## src/inc/sc_pkg.sv

```systemverilog
// Operation
// - active detection plus access to a prohibited range raises an internal reset
// - guard control bit 7 set enables illegal-access detection, a written 0 does not disable it
// - detection enable sets on a written 1 and stays set until reset
// - watchdog-run option of 1 forces detection on even with enable bit clear
// - guard control takes byte writes and clears to zero on any reset
// - ram guard field blocks writes to 128, 256 or 512 bytes, reads pass
// - port, interrupt and clock guard bits each block writes to their group
// - timer input select clears at reset, byte writes, low bits choose channel 1
// - code 000 selects the external pin, 100 the slow oscillator, others prohibited
// - output-mode port reads give latch when readback bit clear, pin when set
// - readback select takes bit or byte writes, bits 7..1 zero, resets to zero
// - port 6 pins 0..4 as general ports read 0 in output mode under pin readback; input-mode pins read the pin
// - converter test field 00 normal channel, 10 negative ref, 11 positive ref
package sc_pkg;

  // --------------------------------------------------------------------------
  // register map
  // --------------------------------------------------------------------------
  localparam logic [19:0] SC_ADDR_TIMER_SEL = 20'hF_0074;
  localparam logic [19:0] SC_ADDR_GUARD_CTL = 20'hF_0077;
  localparam logic [19:0] SC_ADDR_READBACK = 20'hF_007B;
  localparam logic [19:0] SC_ADDR_CONV_TEST = 20'hF_0013;
  localparam logic [7:0] SC_RESET_BYTE = 8'h00;

  // --------------------------------------------------------------------------
  // field layout
  // --------------------------------------------------------------------------
  localparam int SC_BIT_DETECT_EN = 7;
  localparam int SC_BIT_RAM_HI = 5;
  localparam int SC_BIT_RAM_LO = 4;
  localparam int SC_BIT_PORT_GUARD = 2;
  localparam int SC_BIT_IRQ_GUARD = 1;
  localparam int SC_BIT_CSC_GUARD = 0;
  localparam int SC_BIT_READBACK = 0;
  localparam int SC_BIT_TEST_HI = 1;
  localparam int SC_BIT_TEST_LO = 0;
  localparam int SC_P6_GP_BITS = 5;

  // --------------------------------------------------------------------------
  // timer input select codes
  // --------------------------------------------------------------------------
  localparam logic [2:0] SC_TIS_EXT_PIN = 3'h0;
  localparam logic [2:0] SC_TIS_LOW_OSC = 3'h4;

  // --------------------------------------------------------------------------
  // ram guard sizes and address ranges
  // --------------------------------------------------------------------------
  localparam logic [1:0] SC_RAM_GUARD_OFF = 2'h0;
  localparam logic [1:0] SC_RAM_GUARD_128 = 2'h1;
  localparam logic [1:0] SC_RAM_GUARD_256 = 2'h2;
  localparam logic [19:0] SC_SIZE_128 = 20'h0_0080;
  localparam logic [19:0] SC_SIZE_256 = 20'h0_0100;
  localparam logic [19:0] SC_SIZE_512 = 20'h0_0200;
  localparam logic [19:0] SC_RAM_START = 20'hF_F700;
  localparam logic [19:0] SC_NG_BASE = 20'hE_0000;
  localparam logic [19:0] SC_NG_SIZE = 20'h1_0000;

  // --------------------------------------------------------------------------
  // converter test source
  // --------------------------------------------------------------------------
  typedef enum logic [1:0] {
    SC_SRC_CHANNEL = 2'b00,
    SC_SRC_NEG_REF = 2'b10,
    SC_SRC_POS_REF = 2'b11
  } sc_conv_src_t;

  // range test shared by the prohibited window and the ram guard
  function automatic logic sc_in_range(input logic [19:0] a, input logic [19:0] lo,
                                       input logic [19:0] size);
    sc_in_range = (a >= lo) && (a < lo + size);
  endfunction : sc_in_range

endpackage : sc_pkg

```

## src/design/sc_sync2.sv

```systemverilog
`timescale 1ns/1ps
module sc_sync2 #(
  parameter int WIDTH = 1
) (
  // clock and reset
  input wire logic clk_sys,
  input wire logic rst,
  input wire logic ce,
  // data
  input wire logic [WIDTH-1:0] async_in,
  output logic [WIDTH-1:0] sync_out
);

  logic [WIDTH-1:0] meta_ff;
  logic [WIDTH-1:0] sync_ff;

  always_ff @(posedge clk_sys or posedge rst) begin
    if (rst) begin
      meta_ff <= '0;
      sync_ff <= '0;
    end else if (ce) begin
      meta_ff <= async_in;
      sync_ff <= meta_ff;
    end
  end

  assign sync_out = sync_ff;

endmodule : sc_sync2

```

## src/design/sc_safety_ctl.sv

```systemverilog
`timescale 1ns/1ps
module sc_safety_ctl (
  // clock, reset, enable
  input wire logic clk_sys,
  input wire logic rst,
  input wire logic ce,
  // register bus
  input wire logic [19:0] bus_addr,
  input wire logic bus_wr_byte,
  input wire logic bus_wr_bit,
  input wire logic bus_rd,
  input wire logic [7:0] bus_wdata,
  output logic [7:0] bus_rdata,
  // memory access monitor
  input wire logic mem_valid,
  input wire logic mem_write,
  input wire logic [19:0] mem_addr,
  input wire logic mem_grp_port,
  input wire logic mem_grp_irq,
  input wire logic mem_grp_csc,
  output logic mem_wr_block,
  // option byte and reset controller
  input wire logic watchdog_run_option,
  output logic illegal_access_reset_req,
  // timer unit channel 1
  input wire logic chan1_external_input,
  input wire logic low_speed_osc_clock,
  output logic chan1_capture_in,
  // port readback
  input wire logic [7:0] port_latch,
  input wire logic [7:0] port_pin_level,
  input wire logic [7:0] port_direction_register,
  input wire logic port_is_p6_gp,
  output logic [7:0] port_read_data,
  // converter test source
  output logic [1:0] converter_test_source
);

  // --------------------------------------------------------------------------
  // registers
  // --------------------------------------------------------------------------
  logic detect_en_ff;
  logic [1:0] ram_guard_ff;
  logic port_guard_ff;
  logic irq_guard_ff;
  logic csc_guard_ff;
  logic [2:0] timer_sel_ff;
  logic readback_ff;
  logic [1:0] conv_test_ff;
  logic wdt_opt_ff;
  logic opt_taken_ff;
  logic fired_ff;
  logic reset_req_ff;
  logic chan1_ff;
  logic [7:0] port_rd_ff;
  logic [7:0] rdata_ff;

  // --------------------------------------------------------------------------
  // synchronisers
  // --------------------------------------------------------------------------
  logic ext_sync;
  logic losc_sync;
  logic [7:0] pin_sync;

  sc_sync2 #(.WIDTH(1)) u_sync_ext (
    .clk_sys(clk_sys),
    .rst(rst),
    .ce(ce),
    .async_in(chan1_external_input),
    .sync_out(ext_sync)
  );

  sc_sync2 #(.WIDTH(1)) u_sync_losc (
    .clk_sys(clk_sys),
    .rst(rst),
    .ce(ce),
    .async_in(low_speed_osc_clock),
    .sync_out(losc_sync)
  );

  sc_sync2 #(.WIDTH(8)) u_sync_pin (
    .clk_sys(clk_sys),
    .rst(rst),
    .ce(ce),
    .async_in(port_pin_level),
    .sync_out(pin_sync)
  );

  // --------------------------------------------------------------------------
  // address decode
  // --------------------------------------------------------------------------
  wire sel_timer = (bus_addr == sc_pkg::SC_ADDR_TIMER_SEL);
  wire sel_guard = (bus_addr == sc_pkg::SC_ADDR_GUARD_CTL);
  wire sel_readback = (bus_addr == sc_pkg::SC_ADDR_READBACK);
  wire sel_conv = (bus_addr == sc_pkg::SC_ADDR_CONV_TEST);
  wire wr_guard = ce && bus_wr_byte && sel_guard;
  wire wr_timer = ce && bus_wr_byte && sel_timer;
  wire wr_readback = ce && (bus_wr_byte || bus_wr_bit) && sel_readback;
  wire wr_conv = ce && bus_wr_byte && sel_conv;

  // --------------------------------------------------------------------------
  // register file
  // --------------------------------------------------------------------------
  // the enable only ever moves to 1; a written 0 leaves it alone
  wire nxt_detect_en = detect_en_ff ||
                       (wr_guard && bus_wdata[sc_pkg::SC_BIT_DETECT_EN]);

  always_ff @(posedge clk_sys or posedge rst) begin
    if (rst) begin
      detect_en_ff <= 1'b0;
      ram_guard_ff <= sc_pkg::SC_RAM_GUARD_OFF;
      port_guard_ff <= 1'b0;
      irq_guard_ff <= 1'b0;
      csc_guard_ff <= 1'b0;
    end else if (ce) begin
      detect_en_ff <= nxt_detect_en;
      if (wr_guard) begin
        ram_guard_ff <= {bus_wdata[sc_pkg::SC_BIT_RAM_HI], bus_wdata[sc_pkg::SC_BIT_RAM_LO]};
        port_guard_ff <= bus_wdata[sc_pkg::SC_BIT_PORT_GUARD];
        irq_guard_ff <= bus_wdata[sc_pkg::SC_BIT_IRQ_GUARD];
        csc_guard_ff <= bus_wdata[sc_pkg::SC_BIT_CSC_GUARD];
      end
    end
  end

  always_ff @(posedge clk_sys or posedge rst) begin
    if (rst) begin
      timer_sel_ff <= sc_pkg::SC_TIS_EXT_PIN;
      readback_ff <= 1'b0;
      conv_test_ff <= sc_pkg::SC_SRC_CHANNEL;
    end else if (ce) begin
      if (wr_timer) begin
        timer_sel_ff <= bus_wdata[2:0];
      end
      if (wr_readback) begin
        readback_ff <= bus_wdata[sc_pkg::SC_BIT_READBACK];
      end
      if (wr_conv) begin
        conv_test_ff <= {bus_wdata[sc_pkg::SC_BIT_TEST_HI], bus_wdata[sc_pkg::SC_BIT_TEST_LO]};
      end
    end
  end

  // --------------------------------------------------------------------------
  // read path
  // --------------------------------------------------------------------------
  wire [7:0] guard_byte = {detect_en_ff, 1'b0, ram_guard_ff, 1'b0, port_guard_ff,
                           irq_guard_ff, csc_guard_ff};
  wire [7:0] timer_byte = {5'h0_0, timer_sel_ff};
  wire [7:0] readback_byte = {7'h00, readback_ff};
  wire [7:0] conv_byte = {6'h00, conv_test_ff};
  wire [7:0] nxt_rdata = sel_guard ? guard_byte :
                         sel_timer ? timer_byte :
                         sel_readback ? readback_byte :
                         sel_conv ? conv_byte : sc_pkg::SC_RESET_BYTE;

  always_ff @(posedge clk_sys or posedge rst) begin
    if (rst) begin
      rdata_ff <= sc_pkg::SC_RESET_BYTE;
    end else if (ce && bus_rd) begin
      rdata_ff <= nxt_rdata;
    end
  end

  assign bus_rdata = rdata_ff;

  // --------------------------------------------------------------------------
  // option capture and illegal-access detector
  // --------------------------------------------------------------------------
  always_ff @(posedge clk_sys or posedge rst) begin
    if (rst) begin
      wdt_opt_ff <= 1'b0;
      opt_taken_ff <= 1'b0;
    end else if (ce && !opt_taken_ff) begin
      wdt_opt_ff <= watchdog_run_option;
      opt_taken_ff <= 1'b1;
    end
  end

  wire detect_active = detect_en_ff || wdt_opt_ff;
  wire ng_hit = mem_valid && sc_pkg::sc_in_range(mem_addr, sc_pkg::SC_NG_BASE,
                                                 sc_pkg::SC_NG_SIZE);
  wire fire = detect_active && ng_hit && !fired_ff;

  // one pulse per reset; the reset controller clears fired_ff by resetting us
  always_ff @(posedge clk_sys or posedge rst) begin
    if (rst) begin
      fired_ff <= 1'b0;
      reset_req_ff <= 1'b0;
    end else if (ce) begin
      fired_ff <= fired_ff || fire;
      reset_req_ff <= fire;
    end
  end

  assign illegal_access_reset_req = reset_req_ff;

  // --------------------------------------------------------------------------
  // ram and register-group write guard
  // --------------------------------------------------------------------------
  wire [19:0] ram_size = (ram_guard_ff == sc_pkg::SC_RAM_GUARD_128) ? sc_pkg::SC_SIZE_128 :
                         (ram_guard_ff == sc_pkg::SC_RAM_GUARD_256) ? sc_pkg::SC_SIZE_256 :
                         sc_pkg::SC_SIZE_512;
  wire ram_hit = (ram_guard_ff != sc_pkg::SC_RAM_GUARD_OFF) &&
                 sc_pkg::sc_in_range(mem_addr, sc_pkg::SC_RAM_START, ram_size);
  wire grp_hit = (port_guard_ff && mem_grp_port) || (irq_guard_ff && mem_grp_irq) ||
                 (csc_guard_ff && mem_grp_csc);
  assign mem_wr_block = mem_valid && mem_write && (ram_hit || grp_hit);

  // --------------------------------------------------------------------------
  // timer channel 1 source
  // --------------------------------------------------------------------------
  // prohibited codes feed a steady low
  wire nxt_chan1 = (timer_sel_ff == sc_pkg::SC_TIS_EXT_PIN) ? ext_sync :
                   (timer_sel_ff == sc_pkg::SC_TIS_LOW_OSC) ? losc_sync : 1'b0;

  // --------------------------------------------------------------------------
  // port readback
  // --------------------------------------------------------------------------
  // direction 0 is output mode; input-mode pins always show the pin
  wire [7:0] out_mode = ~port_direction_register;
  wire [7:0] p6_mask = port_is_p6_gp ? {{(8 - sc_pkg::SC_P6_GP_BITS){1'b0}},
                                        {sc_pkg::SC_P6_GP_BITS{1'b1}}} : 8'h00;
  wire [7:0] out_view = readback_ff ? (pin_sync & ~p6_mask) : port_latch;
  wire [7:0] nxt_port_rd = (out_mode & out_view) | (~out_mode & pin_sync);

  always_ff @(posedge clk_sys or posedge rst) begin
    if (rst) begin
      chan1_ff <= 1'b0;
      port_rd_ff <= sc_pkg::SC_RESET_BYTE;
    end else if (ce) begin
      chan1_ff <= nxt_chan1;
      port_rd_ff <= nxt_port_rd;
    end
  end

  assign chan1_capture_in = chan1_ff;
  assign port_read_data = port_rd_ff;

  // --------------------------------------------------------------------------
  // converter test source
  // --------------------------------------------------------------------------
  // code 01 is undefined and falls back to the normal channel
  assign converter_test_source = (conv_test_ff[sc_pkg::SC_BIT_TEST_HI]) ? conv_test_ff :
                                 sc_pkg::SC_SRC_CHANNEL;
endmodule : sc_safety_ctl

```

## config.mk

```make
export PLATFORM = sky130hd
export DESIGN_NAME = sc_safety_ctl
export DESIGN_NICKNAME = d
export VERILOG_FILES = /design/src/inc/sc_pkg.sv /design/src/design/sc_sync2.sv /design/src/design/sc_safety_ctl.sv
export SDC_FILE = /design/constraint.sdc
export NUM_CORES = 1
export LEC_CHECK = 0
export ABC_CLOCK_PERIOD_IN_PS = 2500
export BUFFER_PORTS_ARGS = -buffer_cell sky130_fd_sc_hd__buf_2
export CAP_MARGIN = 20
export CELL_PAD_IN_SITES_DETAIL_PLACEMENT = 1
export CELL_PAD_IN_SITES_GLOBAL_PLACEMENT = 1
export CORE_MARGIN = 8
export CORE_UTILIZATION = 39
export CTS_CLUSTER_DIAMETER = 50
export DETAILED_ROUTE_END_ITERATION = 10
export PLACE_DENSITY_LB_ADDON = 0.05
export SYNTH_ARGS = -nofsm -noshare
export SYNTH_HDL_FRONTEND = slang
export SYNTH_HIERARCHICAL = 1
export SYNTH_SLANG_ARGS = --single-unit
```

## constraint.sdc

```tcl
create_clock -name clk_sys -period 2.5 [get_ports clk_sys]
set_input_delay 0.25 -clock clk_sys [delete_from_list [all_inputs] [get_ports clk_sys]]
set_output_delay 0.25 -clock clk_sys [all_outputs]
set_load 0.02 [all_outputs]
```

**Word-level counts from Yosys, hierarchy flattened**

Cells that the tools add are included.

- Word-level logic and storage cells: 86
- Output and inout port bits: 21
- Input port bits: 87
- Flip-flop bits (word level): 53

- Magnitude comparators: 4
- Reductions and logical operators: 35
- Bitwise logic cells: 7
- $add $sub $neg: 1
- Equality and inequality tests: 7
- Multiplexer cells: 11

Operators with widths:

| cell | number |
|---|---|
| $eq 20x20->1 const B | 4 |
| $ge 20x20->1 const B | 2 |
| $and 8x8->8 | 3 |
| $logic_and 1x1->1 | 20 |
| $lt 20x20->1 | 1 |
| $lt 20x20->1 const B | 1 |
| $mux 10 | 2 |
| $mux 8 | 2 |
| $not 8->8 | 2 |
| $add 13x11->14 const A | 1 |
| $not 5->8 | 1 |
| $or 8x8->8 | 1 |
| $reduce_and 2->1 | 4 |
| $logic_or 1x1->1 | 7 |
| $mux 2 | 3 |
| $mux 5 | 1 |
| $eq 3x3->1 const B | 1 |
| $logic_not 3->1 | 1 |
| $mux 3 | 1 |
| $eq 2x1->1 const B | 1 |
| $eq 2x2->1 const B | 1 |
| $logic_not 1->1 | 2 |
| $mux 1 | 2 |
| $reduce_bool 2->1 | 1 |

**Longest topological paths before layout**

Gate-level depths: netlist of the first run.

- Depth after elaboration: 9
- Gate-level depth with buffers: 8
- Mapped depth without buffers: 8

**Hierarchy**

Netlist of the first run, hierarchy kept.

Modules (own cells, without submodules):

| module | area an instance (sq um) | sequential area each (sq um) | instances | cells an instance |
|---|---|---|---|---|
| sc_safety_ctl | 1,727.9 | 775.7 | 1 | 168 |
| sc_sync2 (u_sync_pin) | 653.1 | 400.4 | 1 | 35 |
| sc_sync2 (u_sync_ext ...) | 76.3 | 50.0 | 2 | 5 |

**Least setup slack after synthesis of the first run**

No wires, ideal clock.

- Kind: input port to flip-flop
- Start: input bus_addr[8]
- End: register timer_sel_ff[2]
- Cell stages on the path: 5
- Required time: 2,373 ps
- Path slack: 382 ps
- Setup time: 127 ps
- Buffers on the path: 0
- Arrival time: 1,991 ps
- Cell sequence: or4_4 -> nor4_4 -> nand2_2 -> or4_4 -> mux2_1

- Longest elaborated chain between the ends: 3

Ends and longest elaborated chain:

| item | line | source |
|---|---|---|
| start, declared | sc_safety_ctl.sv:8 | `input wire logic [19:0] bus_addr,` |
| $eq 20x20->1 | sc_safety_ctl.sv:92 | `wire sel_timer = (bus_addr == sc_pkg::SC_ADDR_TIMER_SEL);` |
| $logic_and 1x1->1 | sc_safety_ctl.sv:97 | `wire wr_timer = ce && bus_wr_byte && sel_timer;` |
| $reduce_and 2->1 (no source line) | -- |  |
| end signal, assigned | sc_safety_ctl.sv:128 | `timer_sel_ff <= sc_pkg::SC_TIS_EXT_PIN;` |
| end signal, assigned | sc_safety_ctl.sv:133 | `timer_sel_ff <= bus_wdata[2:0];` |
| end, declared | sc_safety_ctl.sv:47 | `logic [2:0] timer_sel_ff;` |

No other way between the ends.
A chain may end at the register's enable or synchronous reset.

**Worst setup path after layout of the first run**

- Start: register ram_guard_ff[1]
- End: output mem_wr_block

- Longest elaborated chain between the ends: 9
- Elaborated cells on any way between the ends: 11
- Classes of those cells: add/sub (1); order compare (1); eq/ne (2); mux (2); reduce/logical (5)

Ends and longest elaborated chain:

| item | line | source |
|---|---|---|
| start, declared | sc_safety_ctl.sv:43 | `logic [1:0] ram_guard_ff;` |
| start signal, assigned | sc_safety_ctl.sv:111 | `ram_guard_ff <= sc_pkg::SC_RAM_GUARD_OFF;` |
| start signal, assigned | sc_safety_ctl.sv:118 | `ram_guard_ff <= {bus_wdata[sc_pkg::SC_BIT_RAM_HI], bus_wdata[sc_pkg::SC_BIT_RAM_LO]};` |
| $eq 2x2->1 | sc_safety_ctl.sv:202 | `(ram_guard_ff == sc_pkg::SC_RAM_GUARD_256) ? sc_pkg::SC_SIZE_256 :` |
| $mux 10 | sc_safety_ctl.sv:202 |  |
| $mux 10 | sc_safety_ctl.sv:201 | `wire [19:0] ram_size = (ram_guard_ff == sc_pkg::SC_RAM_GUARD_128) ? sc_pkg::SC_SIZE_128 :` |
| $add 13x11->14 | sc_pkg.sv:71 | `sc_in_range = (a >= lo) && (a < lo + size);` |
| $lt 20x20->1 | sc_pkg.sv:71 |  |
| $logic_and 1x1->1 | sc_pkg.sv:71 |  |
| $logic_and 1x1->1 (*) | sc_safety_ctl.sv:204 | `wire ram_hit = (ram_guard_ff != sc_pkg::SC_RAM_GUARD_OFF) &&` |
| $logic_or 1x1->1 (*) | sc_safety_ctl.sv:208 | `assign mem_wr_block = mem_valid && mem_write && (ram_hit \|\| grp_hit);` |
| $logic_and 1x1->1 (*) | sc_safety_ctl.sv:208 |  |
| end, declared | sc_safety_ctl.sv:21 | `output logic mem_wr_block,` |

Every way passes the cells marked *; elsewhere a longest branch is shown, timed or not.

==> results of run 1 <==
per-stage QoR:
stage               utilization (%)  power [uW]
floorplan                         -        1110
global placement               48.4        1230
detailed placement             48.4        1240
CTS                            49.9        1720
global route                   49.9        1790
finish                         49.9        1690
worst max-delay path, cell delays in order, from the launching register on:
cell and delay, ns:
dfrtp_1 0.43, nor2b_1 0.16, ha_1 0.27, o21ai_0 0.18
a21oi_1 0.06, nor3_1 0.14, o21ai_0 0.11, a21oi_1 0.15
buf_2 0.18
cell type report:
type | count | share of cell area [%]
multi-input cells | 145 | 36.5
repair buffers | 100 | 16.3
inverters | 8 | 0.952
flip-flops and latches | 51 | 40.5
clock inverters | 3 | 0.595
clock buffers | 5 | 2.18
well taps | 77 | 3.06
kinds of logic (layout without fill, tap and decap cells):
logic type,count (synthesis),count (layout),share of synthesized area (%)
multiplexers,37,37,18.5
AND/OR/NAND/NOR,66,66,15.5
buffers and inverters,18,116,4.39
flip-flops,51,51,50.4
AO/OA/AOI/OAI,36,36,9.19
adder cells (fa/ha/maj),4,4,1.98
other,1,2,0.148
metal layers:
layer	share of wire, %	vias up	global-route usage, %
li1	-	965	-
met1	45	967	17.7
met2	49	57	23.3
met3	5.1	6	3.98
met4	1.0	0	3.55
met5	0	-	0
timing repair:
item | in CTS | in global routing
endpoints found under the hold margin | 11 | 0
endpoints found under the setup margin | 0 | 0
hold buffers | 1 | 0
where the power goes:
part	leakage [uW]	total (uW)	internal, uW	switching (uW)
Clock	0.0000483	478	198	281
Sequential	0.000632	929	893	35.7
Combinational	0.000893	287	145	142
placed cells by master (no fill, tap or decap), types with 2 or more instances in the layout:
master,instances
a21oi_1,7
and2_1,2
nand3_1,4
inv_1,8
nand2_1,7
nor2_1,18
buf_4,3
conb_1,2
o211ai_1,2
ha_1,4
nor3_1,5
o211a_1,2
mux2_2,15
mux2i_1,4
a22o_1,3
o21ai_0,9
a31oi_1,7
nand4_1,4
dfrtp_1,51
nor2b_1,3
mux2_4,15
buf_2,96
clkinv_2,2
clkbuf_8,5
or3b_2,5
nand2b_1,5
mux2_1,3
nor4_1,2
or4_4,2
flip-flops by register name, indices dropped and copies added, names as in the netlist, 2 cells and up:
signal	count
port_read_data	8
u_sync_pin/meta_ff	8
timer_sel_ff	3
bus_rdata	6
u_sync_pin/sync_out	8
conv_test_ff	2
ram_guard_ff	2
path summary, 6_finish.rpt:
check,from,end,slack (ns)
worst min-delay path,port_pin_level[1],u_sync_pin/meta_ff[1],0.16
max in group asynchronous,rst,irq_guard_ff,1.31
worst max register to register,readback_ff,port_read_data[2],1.14
min in group asynchronous,rst,u_sync_ext/meta_ff,0.36
worst max-delay path,ram_guard_ff[1],mem_wr_block,0.27
worst min register to register,fired_ff,illegal_access_reset_req,0.46
==> results.cfg, run 1 <==
[pwr]
powerDensity_nw_per_um2 = 537
ir_drop_v = 0.000248
power.leakage_uw = 0.00157

[setup_path]
required_ns = 2.25
worstPathMaxFanout = 6
start_kind = flip-flop
crit_type = reg -> out
crit_arrival_ns = 1.98
end_kind = primary output
reg2regPathDepth = 3

[floorplan]
start_util_pct = 40.1
placementRows = 29
die_w_um = 96.6
die_h_um = 96.6
die_area_um2 = 9330
coreArea_um2 = 6310
io_pins = 108

[placed_design]
place_area_um2 = 3060
dp_hpwl_mm = 5.27
gp_congestion = 0.764
port_buffers = 96
dp_cells = 380
place_worst_setup_slack_ns = 0.145

[clock_tree]
cts_tree = done
cts.clk_slew.worst_paths_ns = 0.10
cts.repair.resized = 0
cts-root-buf = clkbuf_8
post_cts_buffers = 0
cts_inserted_buffers = 5
h-tree-depth = 2
cts.sinks = 51
clk_latency_ns = 0.30
cts_buffer_depth = 2

[synthesis]
synth-seq-cells = 51
synth.avg_cell_area_um2 = 11.9
yosys.area.top_type = dfrtp_1
synth_edf_count = 0
synth_cells = 213
ys.warnings.count = 6
yosys-top-cells-area = dfrtp_1 50%, mux2_4 8.9%, mux2_2 6.7%
netlist_area_um2 = 2530
synth_common_cells = 51 x dfrtp_1, 18 x nor2_1, 15 x mux2_2, 15 x mux2_4, 9 x o21ai_0
yosysTopAreaCellShare_pct = 50.4
synth_cell_type_count = 45
async_flop_share_pct = 100
synth_most_common_cell = dfrtp_1
ys.flop_type = dfrtp_1
ys_seq_area_share_pct = 50.4

[final_layout]
nFillCells = 731
final_area_um2 = 3150
instances_no_fill = 389
finalNetCount = 402
synthToLayoutAreaGrowth_pct = 24.4
multi_input_area_um2 = 1150
drive_above_1_share_pct = 47.4
regArea_um2 = 1280
diodes = 0

[global_route]
grt_max_degree = 35
antenna_found_initial = 0
track_usage_pct = 14.1
grt_overflow = 0
grt_pass1_wl_mm = 11.2
first_global_vias = 2187

[timing]
rsz0062_at_grt = false
hold_viol = 0
worst_hold_slack_ns = 0.165
period_needed_ns = 2.23
maxSlewHeadroom_pct = 60.0
max_freq_mhz = 449
drv_slew = 0
worst_pin_slew_ns = 0.599
timing.setup.tns_ns = 0
setup_viol = 0
skew_ns = 0.00921
post-route-worst-setup-slack_ns = 0.272
period_share_pct = 89.1

[route]
drc = 0
wl_mm = 6.41
drtIter0Drc = 35
routedWlPerCell_um = 16.5
vias_per_cell = 5.13
ant_nets = 0
vias = 1995
firstDrtPassIters = 5

[hold_path]
min_path_cells = 2
hold_path_class = in -> reg

[run]
cap_violations = 0

[outcome]
status = complete, no violations
Note: power is estimated with default switching activity, not from simulation.
==> inputs of run 2 (changes only) <==
--- a/config.mk
+++ b/config.mk
@@ -17,5 +17,4 @@
 export PLACE_DENSITY_LB_ADDON = 0.05
 export SYNTH_ARGS = -nofsm -noshare
 export SYNTH_HDL_FRONTEND = slang
-export SYNTH_HIERARCHICAL = 1
 export SYNTH_SLANG_ARGS = --single-unit
==> run 2 against run 1 <==
Against the previous run:
- total power rose by 1.2%
- global-route usage rose by 0.23 points
- critical path depth decreased by 1
- sequential cell count did not move
- area after synthesis decreased by 1.8%
- maximum frequency is 6.4% higher
- worst setup slack better by 0.13 ns
- critical endpoint unchanged
- critical path type unchanged
- worst hold slack got worse by 0.14 ns
==> results.cfg, run 2 <==
[setup_path]
required_ns = 2.25
critPathBufInv = 1
start_kind = flip-flop
rr_startpoint = readback_ff
crit_type = reg -> out
r2r-end = bus_rdata[0]
path_cells = nand2b_1 > ha_1 > o21a_1 > o31ai_1 > a21oi_1 > o22ai_1 > buf_2
cp.depth = 7
cp_top_family = flip-flops
end_kind = primary output
crit_arrival_ns = 1.84
worstPathMaxFanout = 6
max_stage_delay_ns = 0.44
reg2regPathDepth = 3
crit_slowest_cell = dfrtp_1
regToRegSetupSlack_ns = 0.96

[timing]
worst_pin_slew_ns = 0.641
drv_slew = 0
maxSlewHeadroom_pct = 57.2
post-route-worst-setup-slack_ns = 0.407
skew_ns = 0.00751
setup_viol = 0
rsz0062_at_grt = false
max_freq_mhz = 478
timing.setup.tns_ns = 0
period_needed_ns = 2.09
period_share_pct = 83.7
worst_hold_slack_ns = 0.0273
hold_viol = 0

[floorplan]
placementRows = 29
die_area_um2 = 9190
io_pins = 108
die_h_um = 95.9
start_util_pct = 39.6
coreArea_um2 = 6280
die_w_um = 95.9

[clock_tree]
cts_buffer_depth = 2
clk_latency_ns = 0.30
cts_inserted_buffers = 5
h-tree-depth = 2
cts-root-buf = clkbuf_8
ctsHoldBuffers = 0
post_cts_buffers = 0
cts.clk_slew.worst_paths_ns = 0.09
cts.repair.resized = 0
cts.sinks = 51
cts_tree = done

[outcome]
status = complete, no violations

[synthesis]
synth-seq-cells = 51
yosys-top-cells-area = dfrtp_1 51%, mux2_2 14%, nor2_1 2.4%
yosysTopAreaCellShare_pct = 51.3
synth_cell_type_count = 49
async_flop_share_pct = 100
ys.flop_type = dfrtp_1
netlist_area_um2 = 2490
synth_cells = 209
yosys.area.top_type = dfrtp_1
ys_seq_area_share_pct = 51.3
synth_most_common_cell = dfrtp_1
synth_common_cells = 51 x dfrtp_1, 30 x mux2_2, 16 x nor2_1, 7 x nand2_1, 7 x nand3_1
ys.warnings.count = 0
synth_edf_count = 0
synth.avg_cell_area_um2 = 11.9

[pwr]
p_int_uw = 1280
comb_power_share_pct = 15.8
ir_drop_v = 0.000321
power_frac_seq_pct = 54.0
switching_power_uw = 437
power.leakage_uw = 0.00154
switching_share_pct = 25.5
powerDensity_nw_per_um2 = 545
clkPwrFrac_pct = 30.3

[route]
firstDrtPassIters = 4
vias_per_cell = 5.10
drtIter0Drc = 75
routedWlPerCell_um = 16.5
wl_mm = 6.37
ant_nets = 0
vias = 1965
drc = 0

[global_route]
grt_max_degree = 32
grt_overflow = 0
grt_util_met2_pct = 22.8
grt_pass1_wl_mm = 10.4
first_global_vias = 2151
grtUsageMet1_pct = 18.5
use_met3_pct = 4.06
track_usage_pct = 14.4
gr-max-usage-layer = met2
antenna_found_initial = 0

[final_layout]
finalNetCount = 398
layout_common_cells = 96 x buf_2, 51 x dfrtp_1, 30 x mux2_2
regArea_um2 = 1280
final_area_um2 = 3150
diodes = 0
nFillCells = 718
final_common_cell = buf_2
synthToLayoutAreaGrowth_pct = 26.5
multi_input_area_um2 = 1150
drive_above_1_share_pct = 49.4

[placed_design]
gp_congestion = 0.723
place_area_um2 = 3050
dp_hpwl_mm = 5.06
place_worst_setup_slack_ns = 0.556
port_buffers = 96

[hold_path]
hold_path_class = in -> async

[run]
cap_violations = 0
## run 2: cell families (layout without fill, tap and decap cells)
family / Yosys count / after routing / synth area share, %
mux: 37 / 37 / 17.0
simple gates: 65 / 65 / 16.4
fa+ha+maj: 4 / 4 / 2.01
compound gates: 37 / 37 / 10.5
flops: 51 / 51 / 51.3
buf+inv: 14 / 112 / 2.61
other cells: 1 / 2 / 0.151
## run 2: how the worst max path moves through the flow
stage	to	start	slack [ns]
finish	mem_wr_block	ram_guard_ff[1]	0.41
global route	mem_wr_block	ram_guard_ff[1]	0.24
CTS	mem_wr_block	ram_guard_ff[1]	0.37
detailed placement	timer_sel_ff[1]	bus_addr[10]	0.56
global placement	timer_sel_ff[2]	bus_addr[10]	0.57
floorplan	mem_wr_block	ram_guard_ff[1]	0.79
## run 2: layout make-up
class / count / area share [%]
Sequential cell: 51 / 40.5
Multi-Input combinational cell: 145 / 36.6
Timing Repair Buffer: 100 / 16.2
Clock buffer: 8 / 3.18
Tap cell: 77 / 3.06
Inverter: 4 / 0.477
## run 2: metrics by stage
stage / cells / total power (uW) / util [%]
CTS: 385 / 1750 / 50.2
detailed placement: 377 / 1220 / 48.6
global placement: 377 / 1210 / 48.6
floorplan: 210 / 1090 / -
global route: 385 / 1810 / 50.2
finish: 385 / 1720 / 50.2
## run 2: power groups by stage
stage | combinational, uW | clock, uW | sequential [uW]
after global routing | 301 | 571 | 936
after floorplan | 130 | 0 | 961
final | 270 | 519 | 925
after global placement | 269 | 0 | 940
after CTS | 276 | 544 | 927
after detailed placement | 275 | 0 | 942
## run 2: worst reg2reg max path, stage by stage, from the launching register on
cell	delay, ns
dfrtp_1	0.63
nand3_1	0.13
a2111oi_0	0.53
o21a_1	0.20
## run 2: per-layer routing
layer	part of all wire [%]	routed length (um)
met4	0.99	63
met5	0	0
met2	46	2910
met3	8.4	533
met1	45	2860
==> inputs of run 3 (changes only) <==
--- a/config.mk
+++ b/config.mk
@@ -5,13 +5,13 @@
 export SDC_FILE = /design/constraint.sdc
 export NUM_CORES = 1
 export LEC_CHECK = 0
-export ABC_CLOCK_PERIOD_IN_PS = 2500
+export ABC_CLOCK_PERIOD_IN_PS = 1680
 export BUFFER_PORTS_ARGS = -buffer_cell sky130_fd_sc_hd__buf_2
 export CAP_MARGIN = 20
 export CELL_PAD_IN_SITES_DETAIL_PLACEMENT = 1
 export CELL_PAD_IN_SITES_GLOBAL_PLACEMENT = 1
 export CORE_MARGIN = 8
-export CORE_UTILIZATION = 39
+export CORE_UTILIZATION = 32
 export CTS_CLUSTER_DIAMETER = 50
 export DETAILED_ROUTE_END_ITERATION = 10
 export PLACE_DENSITY_LB_ADDON = 0.05
==> constraint.sdc (replaced) <==
create_clock -name clk_sys -period 1.68 [get_ports clk_sys]
set_input_delay 0.168 -clock clk_sys [delete_from_list [all_inputs] [get_ports clk_sys]]
set_output_delay 0.168 -clock clk_sys [all_outputs]
set_load 0.02 [all_outputs]
==> run 3 against run 2 <==
Against the previous run:
- the run now ends with setup timing left
- worst hold slack better by 0.051 ns
- first-iteration DRC count fell by 40%
- critical endpoint unchanged
- clock power rose by 98%
- combinational power is 57% higher
- via count rose by 5.7%
- sequential power is 49% higher
==> results.cfg, run 3 (synthesis results as in run 2) <==
[outcome]
status = finished with violations
violations = setup timing

[final_layout]
fin_util_pct = 44.7
final_common_cell = buf_2
diodes = 0
finalNetCount = 416
layout_common_cells = 95 x buf_2, 51 x dfrtp_1, 30 x mux2_2
instances_no_fill = 428
drive_above_1_share_pct = 53.7
nFillCells = 893
synthToLayoutAreaGrowth_pct = 37.4

[clock_tree]
h-tree-depth = 2
cts.sinks = 51
cts_tree = done
cts_inserted_buffers = 5
cts-root-buf = clkbuf_8
clk_latency_ns = 0.31
cts_buffer_depth = 2
cts.clk_slew.worst_paths_ns = 0.09

[timing]
max_freq_mhz = 511
rsz0062_at_grt = true
skew_ns = 0.00463
timing.setup.tns_ns = -0.277
period_share_pct = 116
period_needed_ns = 1.96
post-route-worst-setup-slack_ns = -0.277
hold_viol = 0
worst_hold_slack_ns = 0.0778
setup_viol = 1
drv_slew = 0

[setup_path]
end_kind = primary output
worstPathMaxFanout = 3
required_ns = 1.51
crit_arrival_ns = 1.79
start_kind = flip-flop
crit_type = reg -> out
reg2regPathDepth = 3

[floorplan]
die_w_um = 104
coreArea_um2 = 7650
start_util_pct = 32.5
placementRows = 32
die_h_um = 104
io_pins = 108
die_area_um2 = 10900

[route]
drtIter0Drc = 45
firstDrtPassIters = 4
ant_nets = 0
routedWlPerCell_um = 16.1
vias = 2077
wl_mm = 6.87
vias_per_cell = 4.85
drc = 0

[run]
cap_violations = 0

[pwr]
clkPwrFrac_pct = 36.3
comb_power_share_pct = 15.0
switching_power_uw = 686
power_frac_seq_pct = 48.7
power.total_uw = 2830
powerDensity_nw_per_um2 = 828
power.leakage_uw = 0.00166
ir_drop_v = 0.000359
p_int_uw = 2140
switching_share_pct = 24.3

[placed_design]
gp_congestion = 0.746
dp_cells = 417
dp_hpwl_mm = 5.62
port_buffers = 96

[global_route]
grt_overflow = 0
first_global_vias = 2371
track_usage_pct = 12.9
antenna_found_initial = 0
grt_pass1_wl_mm = 11.7
grt_max_degree = 30

[hold_path]
hold_path_class = in -> reg
min_path_cells = 2
==> run 3: cell count changes in the layout (fill, tap and decap cells not counted), sizes merged <==
cell | previous run | this run
buf | 100 | 117
bufinv | 0 | 2
clkbuf | 8 | 5
dlygate4sd3 | 0 | 1
inv | 4 | 5
==> run 3: worst paths after layout <==
check,from,to,slack [ns]
max reg2reg,readback_ff,port_read_data[1],0.34
min,bus_wdata[7],detect_en_ff,0.08
max,ram_guard_ff[1],mem_wr_block,-0.28
min reg2reg,fired_ff,illegal_access_reset_req,0.45
min in group asynchronous,rst,port_read_data[7],0.38
max in group asynchronous,rst,illegal_access_reset_req,0.81
==> run 3: repair_timing <==
action	4_1_cts	5_1_grt
hold buffers	1	0
hold endpoints to repair	16	0
gates resized for setup	5	2
setup buffers	2	0
setup endpoints to repair	1	1
pin swaps	4	5
==> run 3: power by group through the flow <==
stage / Combinational [uW] / Sequential (uW) / Clock (uW)
6_report: 424 / 1380 / 1030
4_1_cts: 430 / 1380 / 1070
2_1_floorplan: 193 / 1430 / 0
5_1_grt: 472 / 1390 / 1110
3_3_place_gp: 417 / 1400 / 0
3_5_place_dp: 428 / 1400 / 0
==> run 3: worst max-delay path, cell delays in order, from the launching register on <==
cell and delay [ns]:
dfrtp_1 0.42, nand2b_4 0.18, ha_4 0.26, o21a_1 0.14
o31ai_2 0.07, a21oi_1 0.15, o22ai_1 0.10, buf_4 0.17
==> run 3: per-layer routing <==
layer / vias up / global-route usage [%] / routed length [um]
met5: - / 0 / 0
met4: 0 / 4.03 / 89
met3: 7 / 3.90 / 349
met2: 64 / 21.1 / 3330
met1: 999 / 15.9 / 3100
li1: 1007 / - / -
==> run 3: area by class of cell <==
class | instances | area (um^2) | share of cell area, %
sequential | 51 | 1280 | 37.3
multi-input combinational | 145 | 1200 | 35.0
timing repair buffer | 118 | 663 | 19.4
tap | 102 | 128 | 3.73
clock inverter | 3 | 71.3 | 2.09
clock buffer | 5 | 68.8 | 2.01
inverter | 4 | 15.0 | 0.439
==> run 3: through the flow <==
stage / area, um^2 / worst slack (ns)
final: 3420 / -0.277
after global routing: 3420 / -0.382
after CTS: 3390 / -0.266
after detailed placement: 3210 / -0.0644
after global placement: 3210 / -0.0357
after floorplan: 2490 / 0.0512
